<file path="src/hw/rdms_pkg.sv">
`default_nettype none
package rdms_pkg;
    localparam int NUM_DOMAINS = 8;
    localparam int SYNC_STAGES = 2;
    localparam logic [3:0] CAUSE_RESET = 4'h0;
    localparam logic [3:0] CAUSE_POWER_UP = 4'h1;
    localparam logic [3:0] CAUSE_EXTERNAL = 4'h2;
    localparam logic [3:0] CAUSE_SOFTWARE = 4'h4;
    localparam logic [3:0] CAUSE_WATCHDOG = 4'h8;
    localparam logic CLK_SEL_RING = 1'b0;
    localparam logic CLK_SEL_CRYSTAL = 1'b1;
    localparam logic MODE_DEBUG_RESET = 1'b1;
    localparam logic STRAP_AFTER_RESET = 1'h1;
    localparam logic SCAN_RESET_AFTER_RESET = 1'h1;

    typedef enum logic [1:0] {
        RDMS_ASSERT,
        RDMS_WAIT_STABLE,
        RDMS_RUN
    } rdms_state_t;

    localparam rdms_state_t STATE_AFTER_RESET = RDMS_ASSERT;

    typedef struct packed {
        logic system_base_clock_crystal;
        logic debug_mode;
        logic boundary_scan_mode;
    } rdms_mode_t;

    // Ring clock and boundary scan until a strap is sampled
    localparam rdms_mode_t MODE_AFTER_RESET = '{
        system_base_clock_crystal: CLK_SEL_RING,
        debug_mode: 1'h0,
        boundary_scan_mode: 1'h1
    };

    typedef struct packed {
        logic external;
        logic software;
        logic watchdog;
    } rdms_req_t;
endpackage
`default_nettype wire

</file>
<file path="src/hw/rdms_top.sv">
`timescale 1ns/10ps
`default_nettype none
module rdms_top (
    // Clock and power-on reset
    input wire logic i_core_clk,
    input wire logic i_reset,
    // External pins
    input wire logic i_ext_reset_n,
    input wire logic i_test_port_mode_strap,
    input wire logic i_test_reset_n,
    // Stability reports
    input wire logic i_osc_stable,
    input wire logic i_flash_stable,
    // Other reset sources and per-domain control
    input wire logic i_soft_reset,
    input wire logic i_watchdog_reset,
    input wire logic [rdms_pkg::NUM_DOMAINS-1:0] i_domain_reset_req,
    // Outputs
    output logic o_chip_reset,
    output logic [rdms_pkg::NUM_DOMAINS-1:0] o_domain_reset,
    output logic o_scan_reset,
    output rdms_pkg::rdms_mode_t o_mode,
    output logic [3:0] o_reset_cause
);
    ////////////////////////////////////////////////////////////////////////
    // Reset requests from the pin and the internal sources
    rdms_pkg::rdms_req_t req;
    logic chip_req;
    logic stable;

    always_comb begin
        req.external = ~i_ext_reset_n;
        req.software = i_soft_reset;
        req.watchdog = i_watchdog_reset;
    end

    always_comb begin
        chip_req = req.external | req.software | req.watchdog;
        stable = i_osc_stable & i_flash_stable;
    end

    ////////////////////////////////////////////////////////////////////////
    // Sequencer state
    rdms_pkg::rdms_state_t state_r;
    rdms_pkg::rdms_state_t state_nxt;

    always_comb begin
        state_nxt = state_r;
        case (state_r)
            rdms_pkg::RDMS_ASSERT: begin
                if (!chip_req) begin
                    state_nxt = rdms_pkg::RDMS_WAIT_STABLE;
                end
            end
            rdms_pkg::RDMS_WAIT_STABLE: begin
                if (chip_req) begin
                    state_nxt = rdms_pkg::RDMS_ASSERT;
                end else if (stable) begin
                    state_nxt = rdms_pkg::RDMS_RUN;
                end
            end
            rdms_pkg::RDMS_RUN: begin
                if (chip_req) begin
                    state_nxt = rdms_pkg::RDMS_ASSERT;
                end
            end
            default: begin
                state_nxt = rdms_pkg::RDMS_ASSERT;
            end
        endcase
    end

    always_ff @(posedge i_core_clk) begin
        if (i_reset) begin
            state_r <= rdms_pkg::STATE_AFTER_RESET;
        end else begin
            state_r <= state_nxt;
        end
    end

    ////////////////////////////////////////////////////////////////////////
    // Strap sampled while the external reset is held
    logic strap_r;
    logic strap_nxt;

    always_comb begin
        strap_nxt = strap_r;
        // Last value seen before the pin rises is kept
        if (req.external) begin
            strap_nxt = i_test_port_mode_strap;
        end
    end

    always_ff @(posedge i_core_clk) begin
        if (i_reset) begin
            strap_r <= rdms_pkg::STRAP_AFTER_RESET;
        end else begin
            strap_r <= strap_nxt;
        end
    end

    ////////////////////////////////////////////////////////////////////////
    // Start-up mode decoded from the strap
    logic clk_sel_nxt;
    rdms_pkg::rdms_mode_t mode_r;
    rdms_pkg::rdms_mode_t mode_nxt;

    always_comb begin
        clk_sel_nxt = rdms_pkg::CLK_SEL_RING;
        if (!strap_nxt) begin
            clk_sel_nxt = rdms_pkg::CLK_SEL_CRYSTAL;
        end
    end

    always_comb begin
        mode_nxt.system_base_clock_crystal = clk_sel_nxt;
        mode_nxt.debug_mode = ~strap_nxt;
        mode_nxt.boundary_scan_mode = strap_nxt;
    end

    // Loaded with the strap, so the clock is set before release
    always_ff @(posedge i_core_clk) begin
        if (i_reset) begin
            mode_r <= rdms_pkg::MODE_AFTER_RESET;
        end else begin
            mode_r <= mode_nxt;
        end
    end

    ////////////////////////////////////////////////////////////////////////
    // Most recent reset source
    logic [3:0] cause_r;
    logic [3:0] cause_nxt;
    logic [3:0] cause_seen;

    always_comb begin
        // Sources active together are all recorded
        cause_seen = rdms_pkg::CAUSE_RESET;
        if (req.external) begin
            cause_seen = cause_seen | rdms_pkg::CAUSE_EXTERNAL;
        end
        if (req.software) begin
            cause_seen = cause_seen | rdms_pkg::CAUSE_SOFTWARE;
        end
        if (req.watchdog) begin
            cause_seen = cause_seen | rdms_pkg::CAUSE_WATCHDOG;
        end
    end

    always_comb begin
        cause_nxt = cause_r;
        if (chip_req) begin
            cause_nxt = cause_seen;
        end
    end

    always_ff @(posedge i_core_clk) begin
        if (i_reset) begin
            cause_r <= rdms_pkg::CAUSE_POWER_UP;
        end else begin
            cause_r <= cause_nxt;
        end
    end

    ////////////////////////////////////////////////////////////////////////
    // Test logic reset, independent of the chip reset
    logic scan_rst_r;
    logic scan_rst_nxt;

    always_comb begin
        scan_rst_nxt = ~i_test_reset_n;
    end

    always_ff @(posedge i_core_clk) begin
        if (i_reset) begin
            scan_rst_r <= rdms_pkg::SCAN_RESET_AFTER_RESET;
        end else begin
            scan_rst_r <= scan_rst_nxt;
        end
    end

    ////////////////////////////////////////////////////////////////////////
    // Reset fan-out
    logic chip_hold;
    logic [rdms_pkg::NUM_DOMAINS-1:0] dom_hold;

    always_comb begin
        // Held while sequencing, and at once on a new request
        chip_hold = (state_r != rdms_pkg::RDMS_RUN) | chip_req;
    end

    always_comb begin
        // Each domain can also be held on its own
        dom_hold = i_domain_reset_req;
        if (chip_hold) begin
            dom_hold = '1;
        end
    end

    // The chip and each domain release walk through their own synchroniser
    rdms_sync u_chip_sync (
        .i_core_clk(i_core_clk),
        .i_reset(i_reset),
        .i_assert(chip_hold),
        .o_reset(o_chip_reset)
    );

    genvar g;
    generate
        for (g = 0; g < rdms_pkg::NUM_DOMAINS; g++) begin : g_dom
            rdms_sync u_dom_sync (
                .i_core_clk(i_core_clk),
                .i_reset(i_reset),
                .i_assert(dom_hold[g]),
                .o_reset(o_domain_reset[g])
            );
        end
    endgenerate

    ////////////////////////////////////////////////////////////////////////
    // Outputs
    assign o_scan_reset = scan_rst_r;
    assign o_reset_cause = cause_r;
    assign o_mode = mode_r;
endmodule
`default_nettype wire

</file>
<file path="src/hw/rdms_sync.sv">
`timescale 1ns/10ps
`default_nettype none
module rdms_sync (
    // Clock and reset
    input wire logic i_core_clk,
    input wire logic i_reset,
    // Reset request in, synchronised release out
    input wire logic i_assert,
    output logic o_reset
);
    logic [rdms_pkg::SYNC_STAGES-1:0] stage_r;
    logic [rdms_pkg::SYNC_STAGES-1:0] stage_nxt;

    // Assertion is immediate, release walks through the stages
    always_comb begin
        stage_nxt = {stage_r[rdms_pkg::SYNC_STAGES-2:0], 1'b0};
        if (i_assert) begin
            stage_nxt = '1;
        end
    end

    always_ff @(posedge i_core_clk) begin
        if (i_reset) begin
            stage_r <= '1;
        end else begin
            stage_r <= stage_nxt;
        end
    end

    assign o_reset = stage_r[rdms_pkg::SYNC_STAGES-1] | i_assert;
endmodule
`default_nettype wire

</file>
<file path="config.mk">
export PLATFORM = sky130hd
export DESIGN_NAME = rdms_top
export DESIGN_NICKNAME = d
export VERILOG_FILES = /design/src/hw/rdms_pkg.sv /design/src/hw/rdms_top.sv /design/src/hw/rdms_sync.sv
export SDC_FILE = /design/constraint.sdc
export NUM_CORES = 1
export LEC_CHECK = 0
export BUFFER_PORTS_ARGS = -buffer_cell sky130_fd_sc_hd__buf_4
export CORE_MARGIN = 3
export CORE_UTILIZATION = 47
export DETAILED_ROUTE_END_ITERATION = 8
export PLACE_DENSITY = 0.76
export REMOVE_ABC_BUFFERS = 1
export SLEW_MARGIN = 20
export SYNTH_ARGS = -nofsm -noshare
export SYNTH_HDL_FRONTEND = slang
export SYNTH_HIERARCHICAL = 1
export SYNTH_SLANG_ARGS = --single-unit
</file>
<file path="constraint.sdc">
create_clock -name i_core_clk -period 1.5 [get_ports i_core_clk]
set_input_delay 0.3 -clock i_core_clk [delete_from_list [all_inputs] [get_ports i_core_clk]]
set_output_delay 0.3 -clock i_core_clk [all_outputs]
set_load 0.01 [all_outputs]
</file>
==> out/summary.log, run 1 <==
[run_status] status finished, violations left
[run_status] failing checks negative setup slack
[routing] Via Count 765
[clock_network] CTS clk-pin slew, worst paths 0.14 ns
[die] Std-Cell Rows 15
[global_routing] number of global-route vias before repair 720
[sta] Clock Skew 0.0113 ns
[sta] RSZ-0062 raised after global routing true
[place] half-perimeter wire length after detailed placement 1300 µm
[place] total of buffers placed on input and output ports 33
[global_routing] met1 usage in global routing 18.6%
[worst_setup_path] Worst setup SP type flop
[worst_setup_path] Critical Path End Type primary output
[sta] achievable frequency 569 MHz
[final_layout] ratio of cells with drive above 1 in the final layout 46.0%
[sta] Setup Total Neg Slack -2.03 ns
[die] # IOs 34
[yosys] fraction of synthesis flops using an asynchronous set or reset pin 0%
[global_routing] GRT Overall Usage 15.8%
[yosys] number of flip-flops and latches in the synthesized netlist 27
[yosys] most used standard cell by instance count after synthesis dfxtp_1
[global_routing] GR peak layer met2
[sta] transition time at the pin with the least slew margin 0.278 ns
[routing] violation count after the first detailed-routing iteration 3
[clock_network] clock root buffer clkbuf_4
[clock_network] clock tree buffer depth 2
[power] Max rail drop VDD 0.827 mV
[sta] Max-slew headroom 81.4%
[min_path] worst hold path class in2reg
[global_routing] wire length of the first global-routing pass 3100 µm
[global_routing] met3 layer usage reported by global route 2.92%
[global_routing] GRT Residual Overflow 0
[power] leakage component of the power 0.581 nW
[clock_network] hold buffer count at cts 0
[routing] Pre-antenna DRT Iters 2
[routing] sum of routed wire length over all layers 1950 µm
[run] max-capacitance violation count 0
[yosys] post-synth top area share 57.1%
[yosys] synthesized instance count 84
[clock_network] number of levels the H-tree was split into 1
[yosys] number of enable flip-flop cells after synthesis 0
[routing] vias per cell 4.72
[yosys] synth cell count leaders dfxtp_1 (27), or2_1 (18), nand3b_1 (9), or3_1 (9)
[sta] worst hold slack 0.139 ns
[global_routing] fraction of met2 tracks used by global routing 28.0%
[die] height of the die 50.9 µm
[sta] number of hold violations in the final report 0
[worst_setup_path] biggest fanout along the worst timing path 4
[sta] number of max-slew violations in the final report 0
[final_layout] Layout area overhead 51.9%
[clock_network] TritonCTS clock tree yes
[sta] final setup slack of the worst path -0.258 ns
[routing] Residual DRC 0
[worst_setup_path] CP Class reg2out
[yosys] Post-Synthesis Mean Instance Area 11.3 µm²
[final_layout] antenna cell count 0
[worst_setup_path] required arrival time at the worst endpoint 1.20 ns
[sta] number of setup violations in the final report 9
[global_routing] largest net degree at the start of global routing 26
[clock_network] Skew-Pair Late Insertion Delay 0.31 ns
[yosys] count of different cell masters after synthesis 22
[routing] post-detailed-route count of antenna-violating nets 0
[die] Total Die Area 2590 µm²
[yosys] yosys warns 6
[global_routing] antenna violations before repair 0
[yosys] area leader, netlist dfxtp_1
[yosys] proportion of synthesized chip area in sequential cells 57.1%
[final_layout] Layout fillers 130
[clock_network] TritonCTS sink count 27
[yosys] primary flip-flop cell chosen by synthesis mapping dfxtp_1
[place] Placer Congestion 0.743
[yosys] Syn Std Cell Area 946 µm²
[yosys] largest cells by area after synthesis dfxtp_1 (57%), or2_1 (12%), nand3b_1 (7.1%), or3_1 (6.0%), nor4b_4 (2.5%)
[routing] mean routed wirelength per cell 12.0 µm
[worst_setup_path] Arrival @ worst endpoint 1.46 ns
[clock_network] number of buffers inserted during clock tree synthesis 3
[power] Power Density 793 nW/µm²
[sta] post-layout minimum cycle time 1.76 ns
[die] placeable core region 1820 µm²
[sta] Period Utilization, post-route 117%
[final_layout] number of nets in the finished design 155
[die] horizontal extent of the die 50.9 µm
[die] effective utilization at floorplan 52.0%
[flip-flops by register name, summed over array words and instances, names as in the netlist]
register,flops
g_dom.u_dom_sync/stage_r,16
o_mode,2
o_reset_cause,4
o_scan_reset,1
state_r,2
u_chip_sync/stage_r,2
[stage by stage]
| step | cells | utilization (%) | worst slack [ns] | power [mW] | cell area [µm²] |
|---|---|---|---|---|---|
| global placement | 149 | 70.4 | -0.0642 | 0.859 | 1280 |
| detailed placement | 149 | 70.4 | -0.0761 | 0.861 | 1280 |
| CTS | 163 | 80.1 | -0.213 | 1.15 | 1460 |
| global route | 162 | 78.9 | -0.337 | 1.19 | 1440 |
| finish | 162 | 78.9 | -0.258 | 1.14 | 1440 |
| floorplan | 81 | - | 0.0679 | 0.781 | 927 |
[critical path, stage by stage, from the launching register on]
cell and delay (ns):
dfxtp_2 0.36, nor2b_4 0.18, buf_6 0.13, nand3b_1 0.10
or2_1 0.25, buf_6 0.13
[path summary, 6_finish.rpt]
kind                                             start                             end  slack [ns]  cells after the start
worst max-delay path                        state_r[1]               o_domain_reset[0]       -0.26                      5
worst min-delay path                    i_test_reset_n                    o_scan_reset        0.14                      2
worst max register to register              state_r[1]  g_dom[0].u_dom_sync/stage_r[1]        0.04                      6
worst min register to register  u_chip_sync/stage_r[0]          u_chip_sync/stage_r[1]        0.42                      1
[layout by cell type (no fill, tap or decap), drive strengths merged]
| cell | Yosys | final |
|---|---|---|
| a211o | 1 | 1 |
| a211oi | 1 | 1 |
| a21o | 1 | 1 |
| a21oi | 1 | 1 |
| a22o | 1 | 1 |
| a31oi | 1 | 1 |
| and2 | 1 | 1 |
| and2b | 1 | 1 |
| and4b | 1 | 1 |
| buf | 2 | 52 |
| clkbuf | 1 | 4 |
| dfxtp | 27 | 27 |
| inv | 2 | 2 |
| nand2 | 2 | 2 |
| nand3b | 9 | 9 |
| nor2b | 1 | 1 |
| nor3b | 1 | 1 |
| nor4b | 1 | 1 |
| o21a | 1 | 1 |
| o2bb2ai | 1 | 1 |
| or2 | 18 | 18 |
| or3 | 9 | 9 |
[final cells by class]
type                       instances  area [µm²]  area share (%)
clock buffer                       4        26.3            1.83
inverter                           2        7.51           0.523
multi-input combinational         52         389            27.1
sequential                        27         543            37.8
tap                               25        31.3            2.18
timing repair buffer              52         439            30.6
[logic make-up (layout without fill, tap and decap cells)]
| group | count (synthesis) | count (layout) | synth area share, % |
|---|---|---|---|
| flops | 27 | 27 | 57.1 |
| buf+inv | 5 | 58 | 2.78 |
| simple gates | 44 | 44 | 33.6 |
| compound gates | 8 | 8 | 6.48 |
[what timing repair did]
action	CTS	global route
setup endpoints to repair	9	14
pin swaps	15	5
buffers inserted	10	5
gates resized for setup	22	1
[power by group]
part	internal [mW]	switching [mW]	total [mW]
sequential	0.730	0.00752	0.737
clock	0.104	0.190	0.293
combinational	0.0659	0.0426	0.108
[routing by layer]
| metal | routed length [µm] | vias up |
|---|---|---|
| met2 | 968 | 18 |
| li1 | - | 396 |
| met5 | 0 | - |
| met4 | 27 | 0 |
| met3 | 95 | 2 |
| met1 | 859 | 349 |
Note: power is estimated with default switching activity, not from simulation.
==> run 2: changes to the inputs <==
--- a/config.mk
+++ b/config.mk
@@ -16,3 +16,4 @@
 export SYNTH_HDL_FRONTEND = slang
 export SYNTH_HIERARCHICAL = 1
 export SYNTH_SLANG_ARGS = --single-unit
+export TNS_END_PERCENT = 1
==> constraint.sdc (replaced) <==
create_clock -name i_core_clk -period 2 [get_ports i_core_clk]
set_input_delay 0.4 -clock i_core_clk [delete_from_list [all_inputs] [get_ports i_core_clk]]
set_output_delay 0.4 -clock i_core_clk [all_outputs]
set_load 0.01 [all_outputs]
==> run 2 against run 1 <==
Effect of this change: the run now ends clean; total power decreased by 25%; critical path depth stayed put; cell count is 9.3% lower; critical path type unchanged; largest cell class unchanged; largest power group unchanged; highest routed layer unchanged.
==> out/summary.log, run 2 (synthesis gave the netlist of run 1 again) <==
[run_status] status finished clean
[die] placeable core region 1820 µm² [unchanged]
[final_layout] number of nets in the finished design 140 [-9.7%]
[die] Total Die Area 2590 µm² [unchanged]
[worst_setup_path] Worst setup SP type flop
[routing] total length of routed met3 wires 95 µm [unchanged]
[worst_setup_path] biggest fanout along the worst timing path 6 [+2]
[sta] achievable frequency 522 MHz
[final_layout] fin area 1260 µm² [-12%]
[place] half-perimeter wire length after detailed placement 1260 µm [-2.9%]
[sta] RSZ-0062 raised after global routing false
[worst_setup_path] Reg-to-Reg End g_dom[4].u_dom_sync/stage_r[1]
[sta] Period Utilization, post-route 95.8%
[routing] Via Count 706 [-7.7%]
[routing] violation count after the first detailed-routing iteration 4 [+1]
[clock_network] number of levels the H-tree was split into 1 [unchanged]
[global_routing] antenna violations before repair 0 [unchanged]
[global_routing] number of global-route vias before repair 667 [-7.4%]
[die] height of the die 50.9 µm [unchanged]
[die] Std-Cell Rows 15 [unchanged]
[worst_setup_path] CP Class reg2out
[routing] sum of routed wire length over all layers 1750 µm [-10%]
[sta] Clock Skew 0.0118 ns [+0.000540 ns]
[worst_setup_path] cell chain of the critical path nor2b_1 -> buf_4 -> nand3b_1 -> or2_1 -> buf_4
[worst_setup_path] Setup crit end o_domain_reset[2]
[sta] Max-slew headroom 81.0% [-0.40 points]
[routing] top layer reached by signal wires met4
[power] clock network fraction of total power 26.2% [+0.5 points]
[final_layout] ratio of cells with drive above 1 in the final layout 37.7% [-8.3 points]
[routing] post-detailed-route count of antenna-violating nets 0 [unchanged]
[clock_network] clock root buffer clkbuf_4
[die] # IOs 34 [unchanged]
[clock_network] number of buffers inserted during clock tree synthesis 3 [unchanged]
[worst_setup_path] beginning of the worst register-to-register path state_r[1]
[global_routing] GRT Overall Usage 14.3% [-1.5 points]
[worst_setup_path] Arrival @ worst endpoint 1.52 ns [+0.06 ns]
[die] effective utilization at floorplan 52.0% [unchanged]
[clock_network] TritonCTS clock tree yes
[sta] worst hold slack 0.215 ns [+0.0762 ns]
[routing] vias per cell 4.80 [+1.7%]
[power] internal power 0.668 mW [-26%]
[clock_network] Skew-Pair Late Insertion Delay 0.31 ns [about the same]
[routing] Met2 Wirelength 832 µm [-14%]
[final_layout] most common cell after layout, fill and taps aside buf_4
[sta] Setup Total Neg Slack 0 ns [+2.03 ns]
[min_path] worst hold path class in2reg
[power] sw frac 21.8% [+0.71 points]
[worst_setup_path] beginning of the critical path state_r[1]
[worst_setup_path] R2R cell count 4 [-2]
[worst_setup_path] flop2flop setup slack 0.72 ns [+0.68 ns]
[routing] Residual DRC 0 [unchanged]
[final_layout] max reg flops 16 [unchanged]
[final_layout] final core area utilization 69.5% [-9.4 points]
[final_layout] antenna cell count 0 [unchanged]
[sta] transition time at the pin with the least slew margin 0.284 ns [+0.00592 ns]
[sta] number of hold violations in the final report 0 [unchanged]
[power] Comb power frac 9.0% [-0.5 points]
[sta] number of max-slew violations in the final report 0 [unchanged]
[sta] post-layout minimum cycle time 1.92 ns
[final_layout] largest register by flop count g_dom.u_dom_sync/stage_r
[global_routing] wire length of the first global-routing pass 2810 µm [-9.4%]
[worst_setup_path] Critical Path End Type primary output
[clock_network] clock tree buffer depth 2 [unchanged]
[power] net load switching power 0.186 mW [-23%]
[power] leakage component of the power 0.495 nW [-15%]
[final_layout] Layout area overhead 33.7%
[worst_setup_path] cell mode on critical path buf_4
[final_layout] Layout fillers 164 [+26%]
[run] max-capacitance violation count 0 [unchanged]
[final_layout] commonest non-fill, non-tap cells in the layout buf_4 (37), dfxtp_1 (26), or2_1 (18)
[routing] mean routed wirelength per cell 11.9 µm [-0.93%]
[place] Placer Congestion 0.701 [-5.7%]
[place] Placed Instance Area 1220 µm² [-4.7%]
[clock_network] CTS clk-pin slew, worst paths 0.14 ns [about the same]
[routing] Pre-antenna DRT Iters 4 [+2]
[die] horizontal extent of the die 50.9 µm [unchanged]
[worst_setup_path] required arrival time at the worst endpoint 1.60 ns [+0.40 ns]
[place] dpl ws 0.0292 ns [+0.105 ns]
[worst_setup_path] Slowest Stage Delay on Critical Path 0.36 ns [about the same]
[routing] WL met1 817 µm [-4.9%]
[worst_setup_path] Slowest cell on crit path dfxtp_2
[global_routing] GRT Residual Overflow 0 [unchanged]
[clock_network] TritonCTS sink count 27 [unchanged]
[global_routing] largest net degree at the start of global routing 26 [unchanged]
[power] Max rail drop VDD 0.477 mV [-42%]
[sta] final setup slack of the worst path 0.0848 ns [+0.343 ns]
[place] total of buffers placed on input and output ports 33 [unchanged]
[power] Power Density 675 nW/µm² [-15%]
[sta] number of setup violations in the final report 0 [-9]
[power] sequential cell fraction of total power 64.8% [about the same]
==> run 2: changes by cell type in the layout (fill, tap and decap cells not counted) <==
cell / previous run / this run
clkbuf_1: 1 / 0
clkinv_2: 0 / 1
nand2_2: 1 / 0
nor2b_4: 1 / 0
nor2b_1: 0 / 1
dfxtp_2: 2 / 1
nand2_1: 1 / 2
dfxtp_1: 25 / 26
buf_4: 39 / 37
buf_6: 13 / 0
==> run 2: how the worst min path moves through the flow <==
stage                                        start                        endpoint  slack, ns  cells after the start
detailed placement  g_dom[6].u_dom_sync/stage_r[0]  g_dom[6].u_dom_sync/stage_r[1]       0.39                      1
floorplan           g_dom[0].u_dom_sync/stage_r[0]  g_dom[0].u_dom_sync/stage_r[1]       0.38                      1
global route                        i_test_reset_n                    o_scan_reset       0.21                      2
CTS                                 i_test_reset_n                    o_scan_reset       0.21                      2
finish                              i_test_reset_n                    o_scan_reset       0.22                      2
global placement    g_dom[4].u_dom_sync/stage_r[0]  g_dom[4].u_dom_sync/stage_r[1]       0.39                      1
==> run 2: layer usage <==
metal | GRT usage, % | vias to the layer above
met3 | 2.62 | 2
met2 | 24.3 | 18
met5 | 0 | -
met4 | 5.38 | 0
met1 | 18.1 | 323
li1 | - | 363
==> run 2: area by class of cell <==
| cell class | count | area (µm²) | area share (%) |
|---|---|---|---|
| Multi-Input combinational cell | 52 | 379 | 30.0 |
| Inverter | 2 | 7.51 | 0.593 |
| Timing Repair Buffer | 37 | 278 | 22.0 |
| Tap cell | 25 | 31.3 | 2.47 |
| Clock buffer | 3 | 22.5 | 1.78 |
| Sequential cell | 27 | 542 | 42.8 |
| Clock inverter | 1 | 5.00 | 0.396 |
==> run 2: what timing repair did <==
item | 4_1_cts | 5_1_grt
resized for setup | 0 | 1
setup endpoints to repair | 0 | 9
hold buffers | 0 | 0
setup buffers | 0 | 2
==> run 2: stage by stage <==
| stage | std cells | total power [mW] |
|---|---|---|
| after detailed placement | 141 | 0.639 |
| final | 147 | 0.853 |
| after floorplan | 81 | 0.586 |
| after global placement | 141 | 0.638 |
| after global routing | 147 | 0.892 |
| after CTS | 145 | 0.860 |
==> run 2: power groups by stage <==
stage                     logic [mW]  registers [mW]  clock network, mW
after global placement        0.0738           0.564                  0
final                         0.0764           0.553              0.224
after CTS                     0.0752           0.553              0.232
after detailed placement      0.0749           0.565                  0
after floorplan               0.0170           0.569                  0
after global routing          0.0836           0.555              0.254
==> run 2: critical path: cells and delay by family (launching register included) <==
kind,cells,cell delay (ns)
buf+inv,2,0.31
flops,1,0.36
simple gates,3,0.53
==> run 3: changes to the inputs <==
--- a/config.mk
+++ b/config.mk
@@ -7,9 +7,9 @@
 export LEC_CHECK = 0
 export BUFFER_PORTS_ARGS = -buffer_cell sky130_fd_sc_hd__buf_4
 export CORE_MARGIN = 3
-export CORE_UTILIZATION = 47
+export CORE_UTILIZATION = 40
 export DETAILED_ROUTE_END_ITERATION = 8
-export PLACE_DENSITY = 0.76
+export PLACE_DENSITY = 0.67
 export REMOVE_ABC_BUFFERS = 1
 export SLEW_MARGIN = 20
 export SYNTH_ARGS = -nofsm -noshare
==> run 3 against run 2 <==
Effect of this change: fmax is 0.13% lower; design area decreased by 1.2%; clock power is essentially flat; first-iteration DRC count is 25% higher; routed wire length is 1.4% higher; cell count is 0.68% lower; non-clock buffer count down 3; clock skew down 0.0097 ns; worst hold slack better by 0.014 ns; register-to-register slack worse by 0.04 ns; largest power group unchanged; via count decreased by 1.1%.
==> out/summary.log, run 3 (synthesis gave the netlist of run 1 again) <==
[run_status] status finished clean
[final_layout] max reg flops 16 [unchanged]
[final_layout] final core area utilization 59.5% [-10 points]
[routing] Residual DRC 0 [unchanged]
[min_path] number of instances on the worst hold path 2 [unchanged]
[sta] number of setup violations in the final report 0 [unchanged]
[die] Total Die Area 2980 µm² [+15%]
[final_layout] number of nets in the finished design 137 [-2.1%]
[worst_setup_path] Reg-to-Reg End g_dom[3].u_dom_sync/stage_r[1]
[clock_network] clock tree buffer depth 2 [unchanged]
[global_routing] number of global-route vias before repair 636 [-4.6%]
[final_layout] commonest non-fill, non-tap cells in the layout buf_4 (33), dfxtp_1 (26), or2_1 (18)
[sta] achievable frequency 521 MHz [-0.13%]
[routing] sum of routed wire length over all layers 1780 µm [+1.4%]
[final_layout] Layout area overhead 32.1%
[global_routing] antenna violations before repair 0 [unchanged]
[worst_setup_path] Critical Path End Type primary output
[final_layout] post-route non-filler standard cell count 146 [-0.68%]
[sta] Period Utilization, post-route 95.9% [+0.12 points]
[die] Std-Cell Rows 16 [+1]
[worst_setup_path] Arrival @ worst endpoint 1.52 ns [about the same]
[min_path] hold wc startpoint i_test_reset_n
[sta] transition time at the pin with the least slew margin 0.430 ns [+0.146 ns]
[worst_setup_path] beginning of the worst register-to-register path state_r[1]
[final_layout] combined area of the multi-input logic cells 382 µm² [+0.66%]
[worst_setup_path] R2R cell count 4 [unchanged]
[clock_network] clock root buffer clkbuf_4
[final_layout] largest register by flop count g_dom.u_dom_sync/stage_r
[clock_network] Skew-Pair Late Insertion Delay 0.31 ns [about the same]
[worst_setup_path] biggest fanout along the worst timing path 10 [+4]
[clock_network] TritonCTS sink count 27 [unchanged]
[sta] Setup Total Neg Slack 0 ns [unchanged]
[global_routing] largest net degree at the start of global routing 26 [unchanged]
[clock_network] TritonCTS clock tree yes
[place] dpl ws 0.0453 ns [+0.0161 ns]
[run] max-capacitance violation count 0 [unchanged]
[routing] post-detailed-route count of antenna-violating nets 0 [unchanged]
[clock_network] hold buffer count at cts 0 [unchanged]
[sta] Max-slew headroom 71.3% [-9.7 points]
[final_layout] Layout fillers 193 [+18%]
[final_layout] ratio of cells with drive above 1 in the final layout 36.1% [-1.6 points]
[worst_setup_path] flop2flop setup slack 0.68 ns [-0.04 ns]
[place] half-perimeter wire length after detailed placement 1240 µm [-2.1%]
[final_layout] register area 542 µm² [unchanged]
[min_path] worst hold path class in2reg
[sta] number of hold violations in the final report 0 [unchanged]
[die] placeable core region 2100 µm² [+15%]
[sta] worst hold slack 0.229 ns [+0.0143 ns]
[routing] Via Count 698 [-1.1%]
[min_path] worst hold endpoint o_scan_reset
[clock_network] number of buffers inserted during clock tree synthesis 3 [unchanged]
[sta] final setup slack of the worst path 0.0823 ns [-0.00246 ns]
[power] Power Density 679 nW/µm² [+0.66%]
[global_routing] GRT Overall Usage 13.1% [-1.2 points]
[global_routing] GRT Residual Overflow 0 [unchanged]
[power] leakage component of the power 0.477 nW [-3.7%]
[routing] violation count after the first detailed-routing iteration 5 [+1]
[clock_network] number of buffers added for setup after CTS 0 [unchanged]
[routing] mean routed wirelength per cell 12.2 µm [+2.1%]
[die] effective utilization at floorplan 45.0% [-7.0 points]
[power] Max rail drop VDD 0.391 mV [-18%]
[worst_setup_path] Worst setup SP type primary input
[worst_setup_path] CP Class in2out
[routing] vias per cell 4.78 [-0.46%]
[die] height of the die 54.6 µm [+7.4%]
[die] horizontal extent of the die 54.6 µm [+7.4%]
[sta] Clock Skew 0.00214 ns [-0.00970 ns]
[final_layout] most common cell after layout, fill and taps aside buf_4
[sta] number of max-slew violations in the final report 0 [unchanged]
[die] # IOs 34 [unchanged]
[final_layout] antenna cell count 0 [unchanged]
[place] number of cells after detailed placement 142 [+0.71%]
[global_routing] wire length of the first global-routing pass 2720 µm [-3.2%]
[place] Placer Congestion 0.678 [-3.2%]
[sta] post-layout minimum cycle time 1.92 ns [+0.00246 ns]
[worst_setup_path] required arrival time at the worst endpoint 1.60 ns [about the same]
[routing] Pre-antenna DRT Iters 4 [unchanged]
[clock_network] number of levels the H-tree was split into 1 [unchanged]
[clock_network] CTS clk-pin slew, worst paths 0.13 ns [about the same]
[place] total of buffers placed on input and output ports 33 [unchanged]
[run 3: changes by cell type in the layout (fill, tap and decap cells not counted)]
cell and change:
buf_6 +1, nor2b_2 +1, clkbuf_1 +1, nor2b_1 -1
clkinv_2 -1, buf_4 -4
[run 3: power breakdown]
part	internal [mW]	switching (mW)	total, mW	leakage (nW)
combinational	0.0438	0.0306	0.0744	0.241
sequential	0.547	0.00491	0.552	0.221
clock	0.0778	0.144	0.222	0.0150
total	0.669	0.180	0.849	0.477
[run 3: worst max-delay path by stage]
stage | startpoint | to | slack [ns] | cells past startpoint
final | i_watchdog_reset | o_domain_reset[3] | 0.08 | 5
after global routing | state_r[1] | o_domain_reset[6] | -0.02 | 5
after CTS | state_r[1] | o_domain_reset[3] | 0.03 | 5
after detailed placement | i_watchdog_reset | o_domain_reset[5] | 0.05 | 5
after global placement | i_watchdog_reset | o_domain_reset[0] | 0.08 | 5
after floorplan | state_r[1] | o_domain_reset[0] | 0.47 | 3
[run 3: cell type report]
type,instances,share of cell area [%]
sequential,27,43.3
multi-input combinational,52,30.5
timing repair buffer,34,20.7
tap,27,2.70
clock buffer,4,2.10
inverter,2,0.601
[run 3: layer usage]
metal	global-route usage [%]	vias up	wire length [µm]
met5	0	-	0
met4	7.47	0	10
met3	2.72	2	138
met2	22.2	22	861
met1	15.1	314	767
li1	-	360	-
[run 3: repair_timing]
action,in CTS,in global routing
resized for setup,0,3
hold endpoints to repair,0,0
setup endpoints to repair,0,9
[run 3: worst max-delay path, cell delays in order]
cell	delay [ns]
buf_4	0.13
nor3b_4	0.41
nand3b_1	0.18
or2_1	0.25
buf_4	0.14
[run 3: metrics by stage]
step,area (µm²),power (mW)
5_1_grt,1250,0.886
2_1_floorplan,927,0.586
4_1_cts,1240,0.868
3_3_place_gp,1220,0.638
6_report,1250,0.849
3_5_place_dp,1220,0.639
